--- src/hdl/cscr_pkg.sv ---
// Package for the clock synthesizer control register bank: offsets, fields, resets, carrier structs.
package cscr_pkg;

  // ----------------------------------------------------------------
  // Register indices
  // ----------------------------------------------------------------
  localparam logic [7:0] CSCR_IDX_INPUT_CONTROL   = 8'h00;
  localparam logic [7:0] CSCR_IDX_LOOP_CONTROL    = 8'h01;
  localparam logic [7:0] CSCR_IDX_FB_DIV_LOW      = 8'h02;
  localparam logic [7:0] CSCR_IDX_FB_DIV_HIGH     = 8'h03;
  localparam logic [7:0] CSCR_IDX_PHASE_OFFSET    = 8'h04;
  localparam logic [7:0] CSCR_IDX_PHASE_RES       = 8'h05;
  localparam logic [7:0] CSCR_IDX_OUTPUT_ENABLES  = 8'h06;
  localparam logic [7:0] CSCR_IDX_REF_DIVIDER     = 8'h07;
  localparam logic [7:0] CSCR_IDX_RESET_COMMAND   = 8'h08;
  localparam logic [7:0] CSCR_IDX_DEVICE_VERSION  = 8'h10;
  localparam logic [7:0] CSCR_IDX_DEVICE_REVISION = 8'h11;
  localparam logic [7:0] CSCR_IDX_LOCK_STATUS     = 8'h12;

  // ----------------------------------------------------------------
  // Reset values and writable-bit masks
  // ----------------------------------------------------------------
  localparam logic [7:0] CSCR_RST_INPUT_CONTROL   = 8'h41;
  localparam logic [7:0] CSCR_RST_LOOP_CONTROL    = 8'h00;
  localparam logic [7:0] CSCR_RST_FB_DIV_LOW      = 8'hff;
  localparam logic [7:0] CSCR_RST_FB_DIV_HIGH     = 8'h0f;
  localparam logic [7:0] CSCR_RST_PHASE_OFFSET    = 8'h00;
  localparam logic [7:0] CSCR_RST_PHASE_RES       = 8'h03;
  localparam logic [7:0] CSCR_RST_OUTPUT_ENABLES  = 8'h00;
  localparam logic [7:0] CSCR_RST_REF_DIVIDER     = 8'h80;
  localparam logic [7:0] CSCR_MASK_LOOP_CONTROL   = 8'h37;
  localparam logic [7:0] CSCR_MASK_FB_DIV_HIGH    = 8'h0f;
  localparam logic [7:0] CSCR_MASK_PHASE_OFFSET   = 8'hbf;
  localparam logic [7:0] CSCR_MASK_PHASE_RES      = 8'h03;
  localparam logic [7:0] CSCR_MASK_ALL            = 8'hff;

  // ----------------------------------------------------------------
  // Field positions and command codes
  // ----------------------------------------------------------------
  localparam int CSCR_BIT_PUMP_ALWAYS_ON = 0;
  localparam int CSCR_BIT_PUMP_HOLD_INPUT_POLARITY = 1;
  localparam int CSCR_BIT_REF_EDGE       = 2;
  localparam int CSCR_BIT_FB_EDGE        = 3;
  localparam int CSCR_BIT_FB_SELECT      = 4;
  localparam int CSCR_BIT_FUNC_SELECT    = 5;
  localparam int CSCR_BIT_LOCK_OUT_EN    = 6;
  localparam int CSCR_BIT_REF_OUT_EN     = 7;
  localparam int CSCR_BIT_FILTER_SEL     = 7;
  localparam int CSCR_BIT_HALF_INVERT    = 5;
  localparam int CSCR_BIT_INPUT_SEL      = 7;
  localparam int CSCR_BIT_LOCKED         = 1;
  localparam logic [3:0] CSCR_CMD_PHASE_RESET = 4'ha;
  localparam logic [3:0] CSCR_CMD_LOOP_RESET  = 4'h5;
  localparam logic [3:0] CSCR_FB_DIV_OFFSET   = 4'h8;
  localparam logic [1:0] CSCR_RES_RESERVED    = 2'b10;
  localparam int CSCR_SYNC_PULSES_TO_RESUME   = 2;

  // Register write carrier from the serial protocol engine.
  typedef struct packed {
    logic       en;
    logic [7:0] idx;
    logic [7:0] data;
  } cscr_wr_s;

  // Working (double-buffered) loop settings.
  typedef struct packed {
    logic [2:0]  pump_current;
    logic [1:0]  oscillator_divide;
    logic [11:0] loop_divider;
  } cscr_loop_s;

endpackage

--- src/hdl/cscr_regs.sv ---
// Control and status register bank of the clock synthesizer.
// ----------------------------------------------------------------
// ----------------------------------------------------------------
`timescale 1ns/1ps
`default_nettype none
module cscr_regs
  import cscr_pkg::*;
#(
  parameter logic [7:0] VERSION_CODE  = 8'h5a,  // Arbitrary identification value.
  parameter logic [7:0] REVISION_CODE = 8'h03   // Arbitrary identification value.
) (
  input  wire logic        sys_clk_i,
  input  wire logic        rstn_i,
  input  wire cscr_wr_s    wr_i,
  input  wire logic [7:0]  rd_idx_i,
  output logic      [7:0]  rd_data_o,
  input  wire logic        pump_hold_input_i,
  input  wire logic        sync_pulse_i,
  input  wire logic        pll_locked_i,
  input  wire logic        sync_conditioned_i,
  input  wire logic        osc_tick_i,
  output logic             pump_enable_o,
  output logic             ref_edge_falling_o,
  output logic             fb_edge_falling_o,
  output logic             fb_select_external_o,
  output logic             func_select_input_o,
  output logic             lock_ref_o,
  output cscr_loop_s       loop_working_o,
  output logic             loop_reset_o,
  output logic [5:0]       phase_delay_offset_o,
  output logic             filter_internal_o,
  output logic [6:0]       phase_delay_elements_o,
  output logic             phase_reset_o,
  output logic [4:0]       output_enable_o,
  output logic             half_clock_invert_o,
  output logic [3:0]       full_clock_scale_o,
  output logic             input_select_osc_o,
  output logic             ref_divided_o
);

  // ----------------------------------------------------------------
  // Host-visible registers, working resolution copy and command strobes
  // ----------------------------------------------------------------
  logic [7:0] input_control_r;
  logic [7:0] loop_control_r;
  logic [7:0] fb_div_low_r;
  logic [7:0] fb_div_high_r;
  logic [7:0] phase_offset_r;
  logic [7:0] phase_res_r;
  logic [7:0] output_enables_r;
  logic [7:0] ref_divider_r;
  logic [1:0] phase_res_work_r;
  logic       phase_cmd;
  logic       loop_cmd;

  // Masked write data, so reserved bits never store a written one.
  function automatic logic [7:0] wr_val(input logic [7:0] d, input logic [7:0] m);
    return d & m;
  endfunction

  // Write strobe decode for one register index.
  function automatic logic wr_hit(input cscr_wr_s w, input logic [7:0] idx);
    return w.en && (w.idx == idx);
  endfunction

  // Reset command decode: both nibbles act independently in one write.
  // phase command decode
  assign phase_cmd = wr_hit(wr_i, CSCR_IDX_RESET_COMMAND) && (wr_i.data[3:0] == CSCR_CMD_PHASE_RESET);
  assign loop_cmd  = wr_hit(wr_i, CSCR_IDX_RESET_COMMAND) && (wr_i.data[7:4] == CSCR_CMD_LOOP_RESET);

  // Register writes; read-only indices are simply not decoded.
  // masks and ignores
  always_ff @(posedge sys_clk_i) begin
    if (!rstn_i) begin
      input_control_r  <= CSCR_RST_INPUT_CONTROL;
      loop_control_r   <= CSCR_RST_LOOP_CONTROL;
      fb_div_low_r     <= CSCR_RST_FB_DIV_LOW;
      fb_div_high_r    <= CSCR_RST_FB_DIV_HIGH;
      phase_offset_r   <= CSCR_RST_PHASE_OFFSET;
      phase_res_r      <= CSCR_RST_PHASE_RES;
      output_enables_r <= CSCR_RST_OUTPUT_ENABLES;
      ref_divider_r    <= CSCR_RST_REF_DIVIDER;
    end else begin
      if (wr_hit(wr_i, CSCR_IDX_INPUT_CONTROL)) begin
        input_control_r <= wr_val(wr_i.data, CSCR_MASK_ALL);
      end
      if (wr_hit(wr_i, CSCR_IDX_LOOP_CONTROL)) begin
        loop_control_r <= wr_val(wr_i.data, CSCR_MASK_LOOP_CONTROL);
      end
      if (wr_hit(wr_i, CSCR_IDX_FB_DIV_LOW)) begin
        fb_div_low_r <= wr_val(wr_i.data, CSCR_MASK_ALL);
      end
      if (wr_hit(wr_i, CSCR_IDX_FB_DIV_HIGH)) begin
        fb_div_high_r <= wr_val(wr_i.data, CSCR_MASK_FB_DIV_HIGH);
      end
      if (wr_hit(wr_i, CSCR_IDX_PHASE_OFFSET)) begin
        phase_offset_r <= wr_val(wr_i.data, CSCR_MASK_PHASE_OFFSET);
      end
      if (wr_hit(wr_i, CSCR_IDX_PHASE_RES)) begin
        phase_res_r <= wr_val(wr_i.data, CSCR_MASK_PHASE_RES);
      end
      if (wr_hit(wr_i, CSCR_IDX_OUTPUT_ENABLES)) begin
        output_enables_r <= wr_val(wr_i.data, CSCR_MASK_ALL);
      end
      if (wr_hit(wr_i, CSCR_IDX_REF_DIVIDER)) begin
        ref_divider_r <= wr_val(wr_i.data, CSCR_MASK_ALL);
      end
    end
  end

  // ----------------------------------------------------------------
  // Double-buffered working copies
  // ----------------------------------------------------------------
  // The working copy takes the programmed value, not the command write itself,
  // so the host may stage several registers and switch the loop at once.
  // loop copy load
  always_ff @(posedge sys_clk_i) begin
    if (!rstn_i) begin
      loop_working_o.pump_current      <= CSCR_RST_LOOP_CONTROL[2:0];
      loop_working_o.oscillator_divide <= CSCR_RST_LOOP_CONTROL[5:4];
      loop_working_o.loop_divider      <= {CSCR_RST_FB_DIV_HIGH[3:0], CSCR_RST_FB_DIV_LOW};
    end else if (loop_cmd) begin
      loop_working_o.pump_current      <= loop_control_r[2:0];
      loop_working_o.oscillator_divide <= loop_control_r[5:4];
      loop_working_o.loop_divider      <= {fb_div_high_r[3:0], fb_div_low_r};
    end
  end

  always_ff @(posedge sys_clk_i) begin
    if (!rstn_i) begin
      phase_res_work_r <= CSCR_RST_PHASE_RES[1:0];
    end else if (phase_cmd) begin
      phase_res_work_r <= phase_res_r[1:0];
    end
  end

  // Command pulses to the loop and delay line, one cycle after the write.
  // phase reset pulse
  always_ff @(posedge sys_clk_i) begin
    if (!rstn_i) begin
      phase_reset_o <= 1'b0;
      loop_reset_o  <= 1'b0;
    end else begin
      phase_reset_o <= phase_cmd;
      loop_reset_o  <= loop_cmd;
    end
  end

  // ----------------------------------------------------------------
  // Decoded settings
  // ----------------------------------------------------------------
  // input control, phase offset, output enable and input select field decode
  assign ref_edge_falling_o   = input_control_r[CSCR_BIT_REF_EDGE];
  assign fb_edge_falling_o    = input_control_r[CSCR_BIT_FB_EDGE];
  assign fb_select_external_o = input_control_r[CSCR_BIT_FB_SELECT];
  assign func_select_input_o  = input_control_r[CSCR_BIT_FUNC_SELECT];
  assign phase_delay_offset_o = phase_offset_r[5:0];
  assign filter_internal_o    = phase_offset_r[CSCR_BIT_FILTER_SEL];
  assign output_enable_o      = output_enables_r[4:0];
  assign half_clock_invert_o  = output_enables_r[CSCR_BIT_HALF_INVERT];
  // full clock scaler, one-hot shift gives 1, 2, 4 or 8.
  assign full_clock_scale_o   = 4'h1 << output_enables_r[7:6];
  assign input_select_osc_o   = ref_divider_r[CSCR_BIT_INPUT_SEL];
  // pump current code passed raw; divider offset is added by the loop.

  // element count decode, reserved code reported as zero elements.
  always_comb begin
    unique case (phase_res_work_r)
      2'b00:   phase_delay_elements_o = 7'h10;
      2'b01:   phase_delay_elements_o = 7'h20;
      2'b11:   phase_delay_elements_o = 7'h40;
      default: phase_delay_elements_o = 7'h00;
    endcase
  end

  // ----------------------------------------------------------------
  // Charge pump hold
  // ----------------------------------------------------------------
  // Unless the always-on bit is set, the hold pin clears the pump at once (combinational); resumption waits for the
  // second sync pulse after release so a half-measured line never corrupts the loop.
  logic       hold_active;
  logic       resume_ok_r;
  logic [1:0] sync_count_r;

  // polarity applied
  // The pin is a pump enable, so the hold is the pin's inactive level.
  // With polarity 0 a low pin holds the pump; with polarity 1 a high pin does.
  assign hold_active = (pump_hold_input_i ^ input_control_r[CSCR_BIT_PUMP_HOLD_INPUT_POLARITY]) ? 1'b0 : 1'b1;

  always_ff @(posedge sys_clk_i) begin
    if (!rstn_i) begin
      resume_ok_r  <= 1'b1;
      sync_count_r <= 2'd0;
    end else if (hold_active) begin
      resume_ok_r  <= 1'b0;
      sync_count_r <= 2'd0;
    end else if (!resume_ok_r && sync_pulse_i) begin
      if (sync_count_r == 2'(CSCR_SYNC_PULSES_TO_RESUME - 1)) begin
        resume_ok_r <= 1'b1;
      end
      sync_count_r <= sync_count_r + 2'd1;
    end
  end

  assign pump_enable_o = input_control_r[CSCR_BIT_PUMP_ALWAYS_ON] | (!hold_active && resume_ok_r);

  // ----------------------------------------------------------------
  // Reference divider
  // ----------------------------------------------------------------
  // Counts oscillator ticks: high for one tick, low for modulus plus one ticks.
  // A modulus of zero is reserved; it simply yields one high and one low tick.
  logic [6:0] ref_count_r;

  always_ff @(posedge sys_clk_i) begin
    if (!rstn_i) begin
      ref_divided_o <= 1'b0;
      ref_count_r   <= 7'd0;
    end else if (osc_tick_i) begin
      if (ref_divided_o) begin
        ref_divided_o <= 1'b0;
        ref_count_r   <= ref_divider_r[6:0];
      end else if (ref_count_r == 7'd0) begin
        ref_divided_o <= 1'b1;
      end else begin
        ref_count_r <= ref_count_r - 7'd1;
      end
    end
  end

  // ----------------------------------------------------------------
  // Lock/reference status pin
  // ----------------------------------------------------------------
  // status pin select
  always_comb begin
    unique case ({input_control_r[CSCR_BIT_REF_OUT_EN], input_control_r[CSCR_BIT_LOCK_OUT_EN]})
      2'b01:   lock_ref_o = pll_locked_i;
      2'b11:   lock_ref_o = ref_divider_r[CSCR_BIT_INPUT_SEL] ? ref_divided_o
                            : (sync_conditioned_i ^ input_control_r[CSCR_BIT_REF_EDGE]);
      default: lock_ref_o = 1'b0;
    endcase
  end

  // ----------------------------------------------------------------
  // Read path
  // ----------------------------------------------------------------
  // Registered read data; write-only and unmapped indices read as zero.
  // identity reads
  always_ff @(posedge sys_clk_i) begin
    if (!rstn_i) begin
      rd_data_o <= 8'h00;
    end else begin
      unique case (rd_idx_i)
        CSCR_IDX_INPUT_CONTROL:   rd_data_o <= input_control_r;
        CSCR_IDX_LOOP_CONTROL:    rd_data_o <= loop_control_r;
        CSCR_IDX_FB_DIV_LOW:      rd_data_o <= fb_div_low_r;
        CSCR_IDX_FB_DIV_HIGH:     rd_data_o <= fb_div_high_r;
        CSCR_IDX_PHASE_OFFSET:    rd_data_o <= phase_offset_r;
        CSCR_IDX_PHASE_RES:       rd_data_o <= phase_res_r;
        CSCR_IDX_OUTPUT_ENABLES:  rd_data_o <= output_enables_r;
        CSCR_IDX_REF_DIVIDER:     rd_data_o <= ref_divider_r;
        CSCR_IDX_DEVICE_VERSION:  rd_data_o <= VERSION_CODE;
        CSCR_IDX_DEVICE_REVISION: rd_data_o <= REVISION_CODE;
        CSCR_IDX_LOCK_STATUS:     rd_data_o <= {6'h00, pll_locked_i, 1'b0};
        default:                  rd_data_o <= 8'h00;
      endcase
    end
  end

endmodule
`default_nettype wire

--- config.mk ---
export PLATFORM = sky130hd
export DESIGN_NAME = cscr_regs
export DESIGN_NICKNAME = d
export VERILOG_FILES = /design/src/hdl/cscr_pkg.sv /design/src/hdl/cscr_regs.sv
export SDC_FILE = /design/constraint.sdc
export NUM_CORES = 1
export LEC_CHECK = 0
export BUFFER_PORTS_ARGS = -buffer_cell sky130_fd_sc_hd__buf_2
export CAP_MARGIN = 15
export CORE_ASPECT_RATIO = 0.7
export CORE_MARGIN = 2
export CORE_UTILIZATION = 58
export DETAILED_ROUTE_END_ITERATION = 10
export PLACE_DENSITY = 0.84
export SYNTH_ARGS = -nofsm -noshare
export SYNTH_HDL_FRONTEND = slang
export SYNTH_SLANG_ARGS = --single-unit
export TNS_END_PERCENT = 30
--- constraint.sdc ---
create_clock -name sys_clk_i -period 3.3 [get_ports sys_clk_i]
set_input_delay 0.165 -clock sys_clk_i [delete_from_list [all_inputs] [get_ports sys_clk_i]]
set_output_delay 0.165 -clock sys_clk_i [all_outputs]
set_load 0.005 [all_outputs]
# Word-level counts from Yosys, hierarchy flattened
# Cells that the tools add are included.
[totals]
register_bits = 90
input_bits = 32
output_inout_bits = 59
word_cells = 85
[op_classes]
muxes = 11
addsub = 2
bitwise_logic = 3
reduce_logical = 21
eq_ne = 28
n_shift = 1
[ops]
columns = ["cell", "n"]
rows = [
  ["case mux 8 bit (11 select lines)", 1],
  ["equality test 8 x 3 -> 1 bit (second input constant)", 8],
  ["equality test 8 x 2 -> 1 bit (second input constant)", 4],
  ["equality test 8 x 5 -> 1 bit (second input constant)", 3],
  ["case mux 7 bit (3 select lines)", 1],
  ["equality test 8 x 1 -> 1 bit (second input constant)", 2],
  ["zero test 8 bit", 2],
  ["two-way mux 7 bit", 2],
  ["logical AND 1 bit", 13],
  ["equality test 8 x 4 -> 1 bit (second input constant)", 1],
  ["zero test 7 bit", 1],
  ["subtractor 7 x 1 -> 7 bit (second input constant)", 1],
  ["equality test 2 x 1 -> 1 bit (second input constant)", 3],
  ["two-way mux 1 bit", 6],
  ["AND reduction 2 bit", 3],
  ["equality test 2 bit (second input constant)", 2],
  ["equality test 4 x 3 -> 1 bit (second input constant)", 1],
  ["equality test 4 bit (second input constant)", 1],
  ["!= test 2 x 1 -> 1 bit (second input constant)", 2],
  ["<< shifter 1 x 2 -> 4 bit (first input constant)", 1],
  ["adder 2 x 1 -> 2 bit (second input constant)", 1],
  ["zero test 2 bit", 1],
  ["!= test 2 bit (second input constant)", 1],
  ["case mux 1 bit (2 select lines)", 1],
  ["other kinds (3)", 4],
]

# Longest topological paths before layout
[depth]
depth_word = 4
ltp_mapped = 7
ltp_nobuf = 6

# Worst setup path after synthesis
# Ideal clock, no wire load.
[synth_path]
path_type = "in2reg"
start = "input port rd_idx_i[5]"
end = "register rd_data_o[4]"
arrival_ns = 1.692
path_stages = 5
setup_time_ns = 0.077
setup_slack_ns = 1.531
required_ns = 3.223
path_buffers = 1
path_cell_list = "or3_4 buf_6 or4_4 or4b_1 a31oi_1"
[synth_via]
elab_chain_len = 2
word_cells_on_any_way = 12
classes_between = "10 x eq/ne; 1 x mux; 1 x reduce/logical"
[synth_lines]
columns = ["element", "line", "rtl"]
rows = [
  ["from (decl)", "cscr_regs.sv:15", "input wire logic [7:0] rd_idx_i,"],
  ["equality test 8 x 5 -> 1 bit, or another cell as far along", "cscr_regs.sv:252", "unique case (rd_idx_i)"],
  ["case mux 8 bit (11 select lines) (*)", "cscr_regs.sv:252", ""],
  ["to (signal assigned)", "cscr_regs.sv:253", "CSCR_IDX_INPUT_CONTROL: rd_data_o <= input_control_r;"],
  ["to (signal assigned)", "cscr_regs.sv:254", "CSCR_IDX_LOOP_CONTROL: rd_data_o <= loop_control_r;"],
  ["to (signal assigned)", "cscr_regs.sv:255", "CSCR_IDX_FB_DIV_LOW: rd_data_o <= fb_div_low_r;"],
  ["to (decl)", "cscr_regs.sv:16", "output logic [7:0] rd_data_o,"],
]
# Every way passes the cells marked *; elsewhere a longest branch is shown, timed or not.
# A chain may end at the register's enable or synchronous reset.

# Final worst setup path
[layout_path]
start = "register ref_divided_o"
end = "register ref_count_r[4]"
[layout_via]
elab_chain_len = 2
word_cells_on_any_way = 3
classes_between = "1 x eq/ne; 1 x mux; 1 x reduce/logical"
[layout_lines]
columns = ["element", "line", "rtl"]
rows = [
  ["from (decl)", "cscr_regs.sv:38", "output logic ref_divided_o"],
  ["from (signal assigned)", "cscr_regs.sv:216", "ref_divided_o <= 1'b0;"],
  ["from (signal assigned)", "cscr_regs.sv:220", "ref_divided_o <= 1'b0;"],
  ["from (signal assigned)", "cscr_regs.sv:223", "ref_divided_o <= 1'b1;"],
  ["!= test 2 bit (no line)", "--", ""],
  ["AND reduction 2 bit (no line)", "--", ""],
  ["to (signal assigned)", "cscr_regs.sv:221", "ref_count_r <= ref_divider_r[6:0];"],
  ["to (signal assigned)", "cscr_regs.sv:225", "ref_count_r <= ref_count_r - 7'd1;"],
  ["to (decl)", "cscr_regs.sv:212", "logic [6:0] ref_count_r;"],
]
# Several ways; a longest one is shown, not always the timed one.

==> impl.org <==
** Worst hold path
- Hold WC Path Type :: input pin to flip-flop
- Hold Startpoint :: wr_i[7]
- The worst hold path passes through 3 cells.
- Hold Crit Endpoint :: phase_offset_r[7]$_SDFFE_PN0P_

** Critical path
- The largest single stage delay on the critical path is ~0.55 ns.
- Worst setup EP type :: flip-flop
- Worst flop-to-flop path endpoint :: ref_count_r[4]$_SDFFE_PN0P_
- The worst register-to-register path begins at ref_divided_o$_SDFFE_PN0P_.
- Among all stages on the critical path, the largest delay is contributed by sky130_fd_sc_hd__or3b_2.
- Data on the critical path is required at its endpoint by around 3.6 ns.
- STA classifies the critical path startpoint as a flip-flop.
- The critical path goes through or3b_2 > o21ai_1 > o21ai_0 > a21oi_1.
- Highest net fanout along the worst path :: 19
- The worst register-to-register path has a depth of 4.
- Family of cells with the greatest summed delay on the critical path :: compound AO/OA/AOI/OAI gates
- The worst setup path is of the flip-flop to flip-flop kind.
- STA puts the critical path data arrival time at between 2 and 2.5 ns.
- Combined buffer and inverter count along the critical path :: 0
- R2R Setup Slk :: ~1.3 ns

** Floorplan
- Boundary pin count :: between 90 and 100
- The initial utilization of the core area, before any placement, comes to 0.610.
- Count of standard-cell rows :: 25
- The die is around 110 um wide.
- Placeable core area :: about 0.0069 sq mm
- Die area :: 0.00794 sq mm
- Measured along the y axis, the die boundary spans approximately 75 um.

** Global routing
- Global-route wire length before repair :: about 17000 um
- Vias in the first global route :: approximately 3200
- Entering global routing, the biggest net connects 46 pins.
- Across every metal layer, demand over resource in global routing totals 0.273.
- The number of antenna violations at the first check in global routing is 0.
- Grt total ovfl :: 0

** Placement
- Inst Count DP :: ~600
- Placer congestion estimate :: between 0.9 and 1
- Instance area at placement :: between 0.004 and 0.005 sq mm
- In this run the tool buffered the top-level ports with between 80 and 90 buffer cells.
- DP Wirelength :: between 7000 and 8000 um
- At the placement stage, the worst setup path has a slack of between 1 and 1.5 ns.

** STA
- Setup repair after global routing missed its margin :: false
- Endpoints failing setup :: 0
- The worst pin sits at a relative slew slack of 0.389.
- Part of the cycle the worst path needs :: 0.607
- Highest achievable clock rate :: 0.499 GHz
- Total negative slack :: 0 ns
- Between clock sinks in the finished design, the worst skew comes to between 0.009 and 0.01 ns.
- Worst-Margin Slew :: a little over 0.9 ns
- On the final layout, the worst hold slack is around 0.11 ns.
- Slew Viols, Final :: 0
- Counting I/O delays and the setup requirement, the final critical path takes about 2.0 ns.
- The number of hold-slack violations in the final timing report was 0.
- Worst-case setup margin in the final layout :: about 1.3 ns

** Clock network
- Buffers inserted during post-CTS setup optimization :: 0
- The clock passes through at most 2 buffers.
- Post-CTS repair changed the size of 0 cells.
- Master cell of the clock root buffer :: sky130_fd_sc_hd__clkbuf_8
- Cts hold-fix bufs :: 0
- Clock-pin slew reported for the worst setup and hold paths after clock tree synthesis :: ~0.090 ns
- TritonCTS built the clock tree.
- Worst-Skew Late Latency :: 0.36 ns
- Inserted Clock Buffers :: 9
- In this run the number of H-tree levels came out at 3.
- Number of clock sinks :: 90

** Finish
- Total area of multi-input combinational cells :: ~0.0022 sq mm
- Diodes inserted :: 0
- Summing all flip-flop and latch instances after layout gives around 0.0018 sq mm.
- Final standard cell count with taps included and fillers excluded :: ~610
- Non-Filler Cell Area, Final :: about 0.0048 sq mm
- In the final layout, the share of cells above drive strength 1 is 0.236.
- From synthesis to final layout, the design area changed by 13.7%.
- Fill cell count :: between 500 and 600
- In the final design database the tool counted roughly 550 nets.
- For this run, the share of the core covered by cells in the final layout is 0.693.

** Power and ir drop
- Summed over all cells, the static leakage comes to roughly 2.3 nW.
- Overall power consumption after layout is estimated at around 2.3 mW.
- Maximum resistive drop on vdd :: 0.000282 V
- Total power density per cell area :: between 400 and 500 mW/mm^2

** Routing
- The detailed router finished its first iteration with 330 violations.
- After detailed routing, the average wire length per cell comes to between 15 and 20 um.
- The detail route stage leaves a number of antenna-violating nets equal to 0.
- Iteration count of the initial detailed-routing pass :: 5
- Routed via count divided by cell count :: 5.93
- Vias after detailed routing :: 3623
- In the routed design, unresolved DRC markers number 0.
- Total Wirelength :: around 11000 um

** Synthesis
- The cell area that synthesis handed to floorplanning was about 0.0042 sq mm.
- Top flip-flop cell by instance count after synthesis :: sky130_fd_sc_hd__dfxtp_1
- Counting distinct cell types in the post-synthesis netlist gives 56.
- Of all flip-flops after synthesis, the portion carrying an async set or reset was 0.
- Yosys warnings :: 0
- Counting every instance in the synthesized netlist gives between 400 and 500.
- Average cell area after synthesis :: between 9 and 10 sq um
- Number of enable-type register cells in the synthesized netlist :: 0
- Register bit total from synthesis :: 90
- Sequential-to-total area share from yosys stat :: 0.429

** Flow run
- Maxcap violations :: 0

** Outcome
- Status :: finished, final reports clean
## worst max-delay path by stage
stage	from	endpoint	slack, ns	cells past startpoint
after global placement	wr_i[13]	phase_offset_r[2]$_SDFFE_PN0P_	1.38	5
after floorplan	rd_idx_i[5]	rd_data_o[4]$_SDFF_PN0_	1.53	5
after detailed placement	wr_i[13]	phase_offset_r[4]$_SDFFE_PN0P_	1.24	5
after global routing	ref_divided_o$_SDFFE_PN0P_	ref_count_r[3]$_SDFFE_PN0P_	1.20	4
after CTS	ref_divided_o$_SDFFE_PN0P_	ref_count_r[4]$_SDFFE_PN0P_	1.35	4
final	ref_divided_o$_SDFFE_PN0P_	ref_count_r[4]$_SDFFE_PN0P_	1.30	4
## power breakdown
group | switching (mW) | internal [mW] | total (mW)
Clock | 0.386 | 0.353 | 0.739
Combinational | 0.216 | 0.154 | 0.370
Sequential | 0.0547 | 1.12 | 1.17
## per-layer routing
metal,up-vias,global-route usage,wire length (um)
met5,-,0,0
met4,0,0.0643,176
met3,25,0.0684,1280
met2,218,0.439,4610
met1,1691,0.377,4720
li1,1689,-,-
## logic make-up after synthesis
logic type,Yosys count,synth area share
other,1,0.000894
adder cells (fa/ha/maj),3,0.00895
AND/OR/NAND/NOR,168,0.205
multiplexers,84,0.211
XOR/XNOR,3,0.00626
flip-flops,90,0.429
AO/OA/AOI/OAI,55,0.0865
buffers and inverters,45,0.0513
## placed cells by master, fill, tap and decap left out, types with 3 or more instances in the layout
cell and n:
sky130_fd_sc_hd__dfxtp_1 90, sky130_fd_sc_hd__buf_2 86, sky130_fd_sc_hd__mux2i_1 74, sky130_fd_sc_hd__nand2_1 60
sky130_fd_sc_hd__nor2_1 45, sky130_fd_sc_hd__o21ai_0 12, sky130_fd_sc_hd__a21oi_1 12, sky130_fd_sc_hd__clkbuf_8 9
sky130_fd_sc_hd__nor2b_1 8, sky130_fd_sc_hd__mux2_2 7, sky130_fd_sc_hd__a22o_1 7, sky130_fd_sc_hd__nand4b_1 6
sky130_fd_sc_hd__inv_1 5, sky130_fd_sc_hd__and2_1 5, sky130_fd_sc_hd__nor3_1 5, sky130_fd_sc_hd__o21a_1 4
sky130_fd_sc_hd__nand3_1 4, sky130_fd_sc_hd__a22oi_1 4, sky130_fd_sc_hd__conb_1 4, sky130_fd_sc_hd__nand4_1 3
sky130_fd_sc_hd__a211oi_1 3, sky130_fd_sc_hd__or4_1 3, sky130_fd_sc_hd__nor4_1 3, sky130_fd_sc_hd__nand3b_1 3
sky130_fd_sc_hd__nand2b_1 3, sky130_fd_sc_hd__mux4_2 3, sky130_fd_sc_hd__ha_1 3
## tightest hold or removal path, stage by stage
cell	delay, ns
sky130_fd_sc_hd__buf_2	0.14
sky130_fd_sc_hd__nand2_1	0.06
sky130_fd_sc_hd__mux2i_1	0.06
## cell usage after synthesis (3+ instances only)
cell                       number  share of area
sky130_fd_sc_hd__a211oi_1       3         0.0054
sky130_fd_sc_hd__nand3b_1       3         0.0054
sky130_fd_sc_hd__a22o_1         7          0.015
sky130_fd_sc_hd__mux2_2         7          0.019
sky130_fd_sc_hd__mux4_2         3          0.016
sky130_fd_sc_hd__nor2_1        45          0.040
sky130_fd_sc_hd__nand2_1       60          0.054
sky130_fd_sc_hd__a21oi_1       12          0.014
sky130_fd_sc_hd__o21ai_0       12          0.014
sky130_fd_sc_hd__nand2b_1       3         0.0045
sky130_fd_sc_hd__nor3_1         5         0.0060
sky130_fd_sc_hd__and2_1         5         0.0075
sky130_fd_sc_hd__ha_1           3         0.0089
sky130_fd_sc_hd__nor2b_1        8          0.012
sky130_fd_sc_hd__mux2i_1       74           0.18
sky130_fd_sc_hd__nand4_1        3         0.0045
sky130_fd_sc_hd__buf_4          9          0.016
sky130_fd_sc_hd__nand3_1        4         0.0048
sky130_fd_sc_hd__nor4_1         3         0.0045
sky130_fd_sc_hd__o21a_1         4         0.0072
sky130_fd_sc_hd__dfxtp_1       90           0.43
sky130_fd_sc_hd__inv_1          5         0.0045
sky130_fd_sc_hd__a22oi_1        4         0.0072
sky130_fd_sc_hd__or4_1          3         0.0054
sky130_fd_sc_hd__nand4b_1       6          0.013
sky130_fd_sc_hd__clkbuf_1      23          0.021
sky130_fd_sc_hd__buf_2          4         0.0048
## final cells by class
class	instances	share of cell area
multi-input combinational	317	0.459
sequential	90	0.378
timing repair buffer	88	0.0933
clock buffer	10	0.0267
tap	94	0.0246
clock inverter	6	0.0139
inverter	6	0.00472
## state kept, by name, indices dropped and copies added (netlist names), 5 cells and up
name and count:
loop_control_r 5, phase_offset_r 7, loop_working_o 17, fb_div_low_r 8
input_control_r 8, rd_data_o 8, ref_count_r 7, ref_divider_r 8
output_enables_r 8
Power figures use the tool's default switching activity.
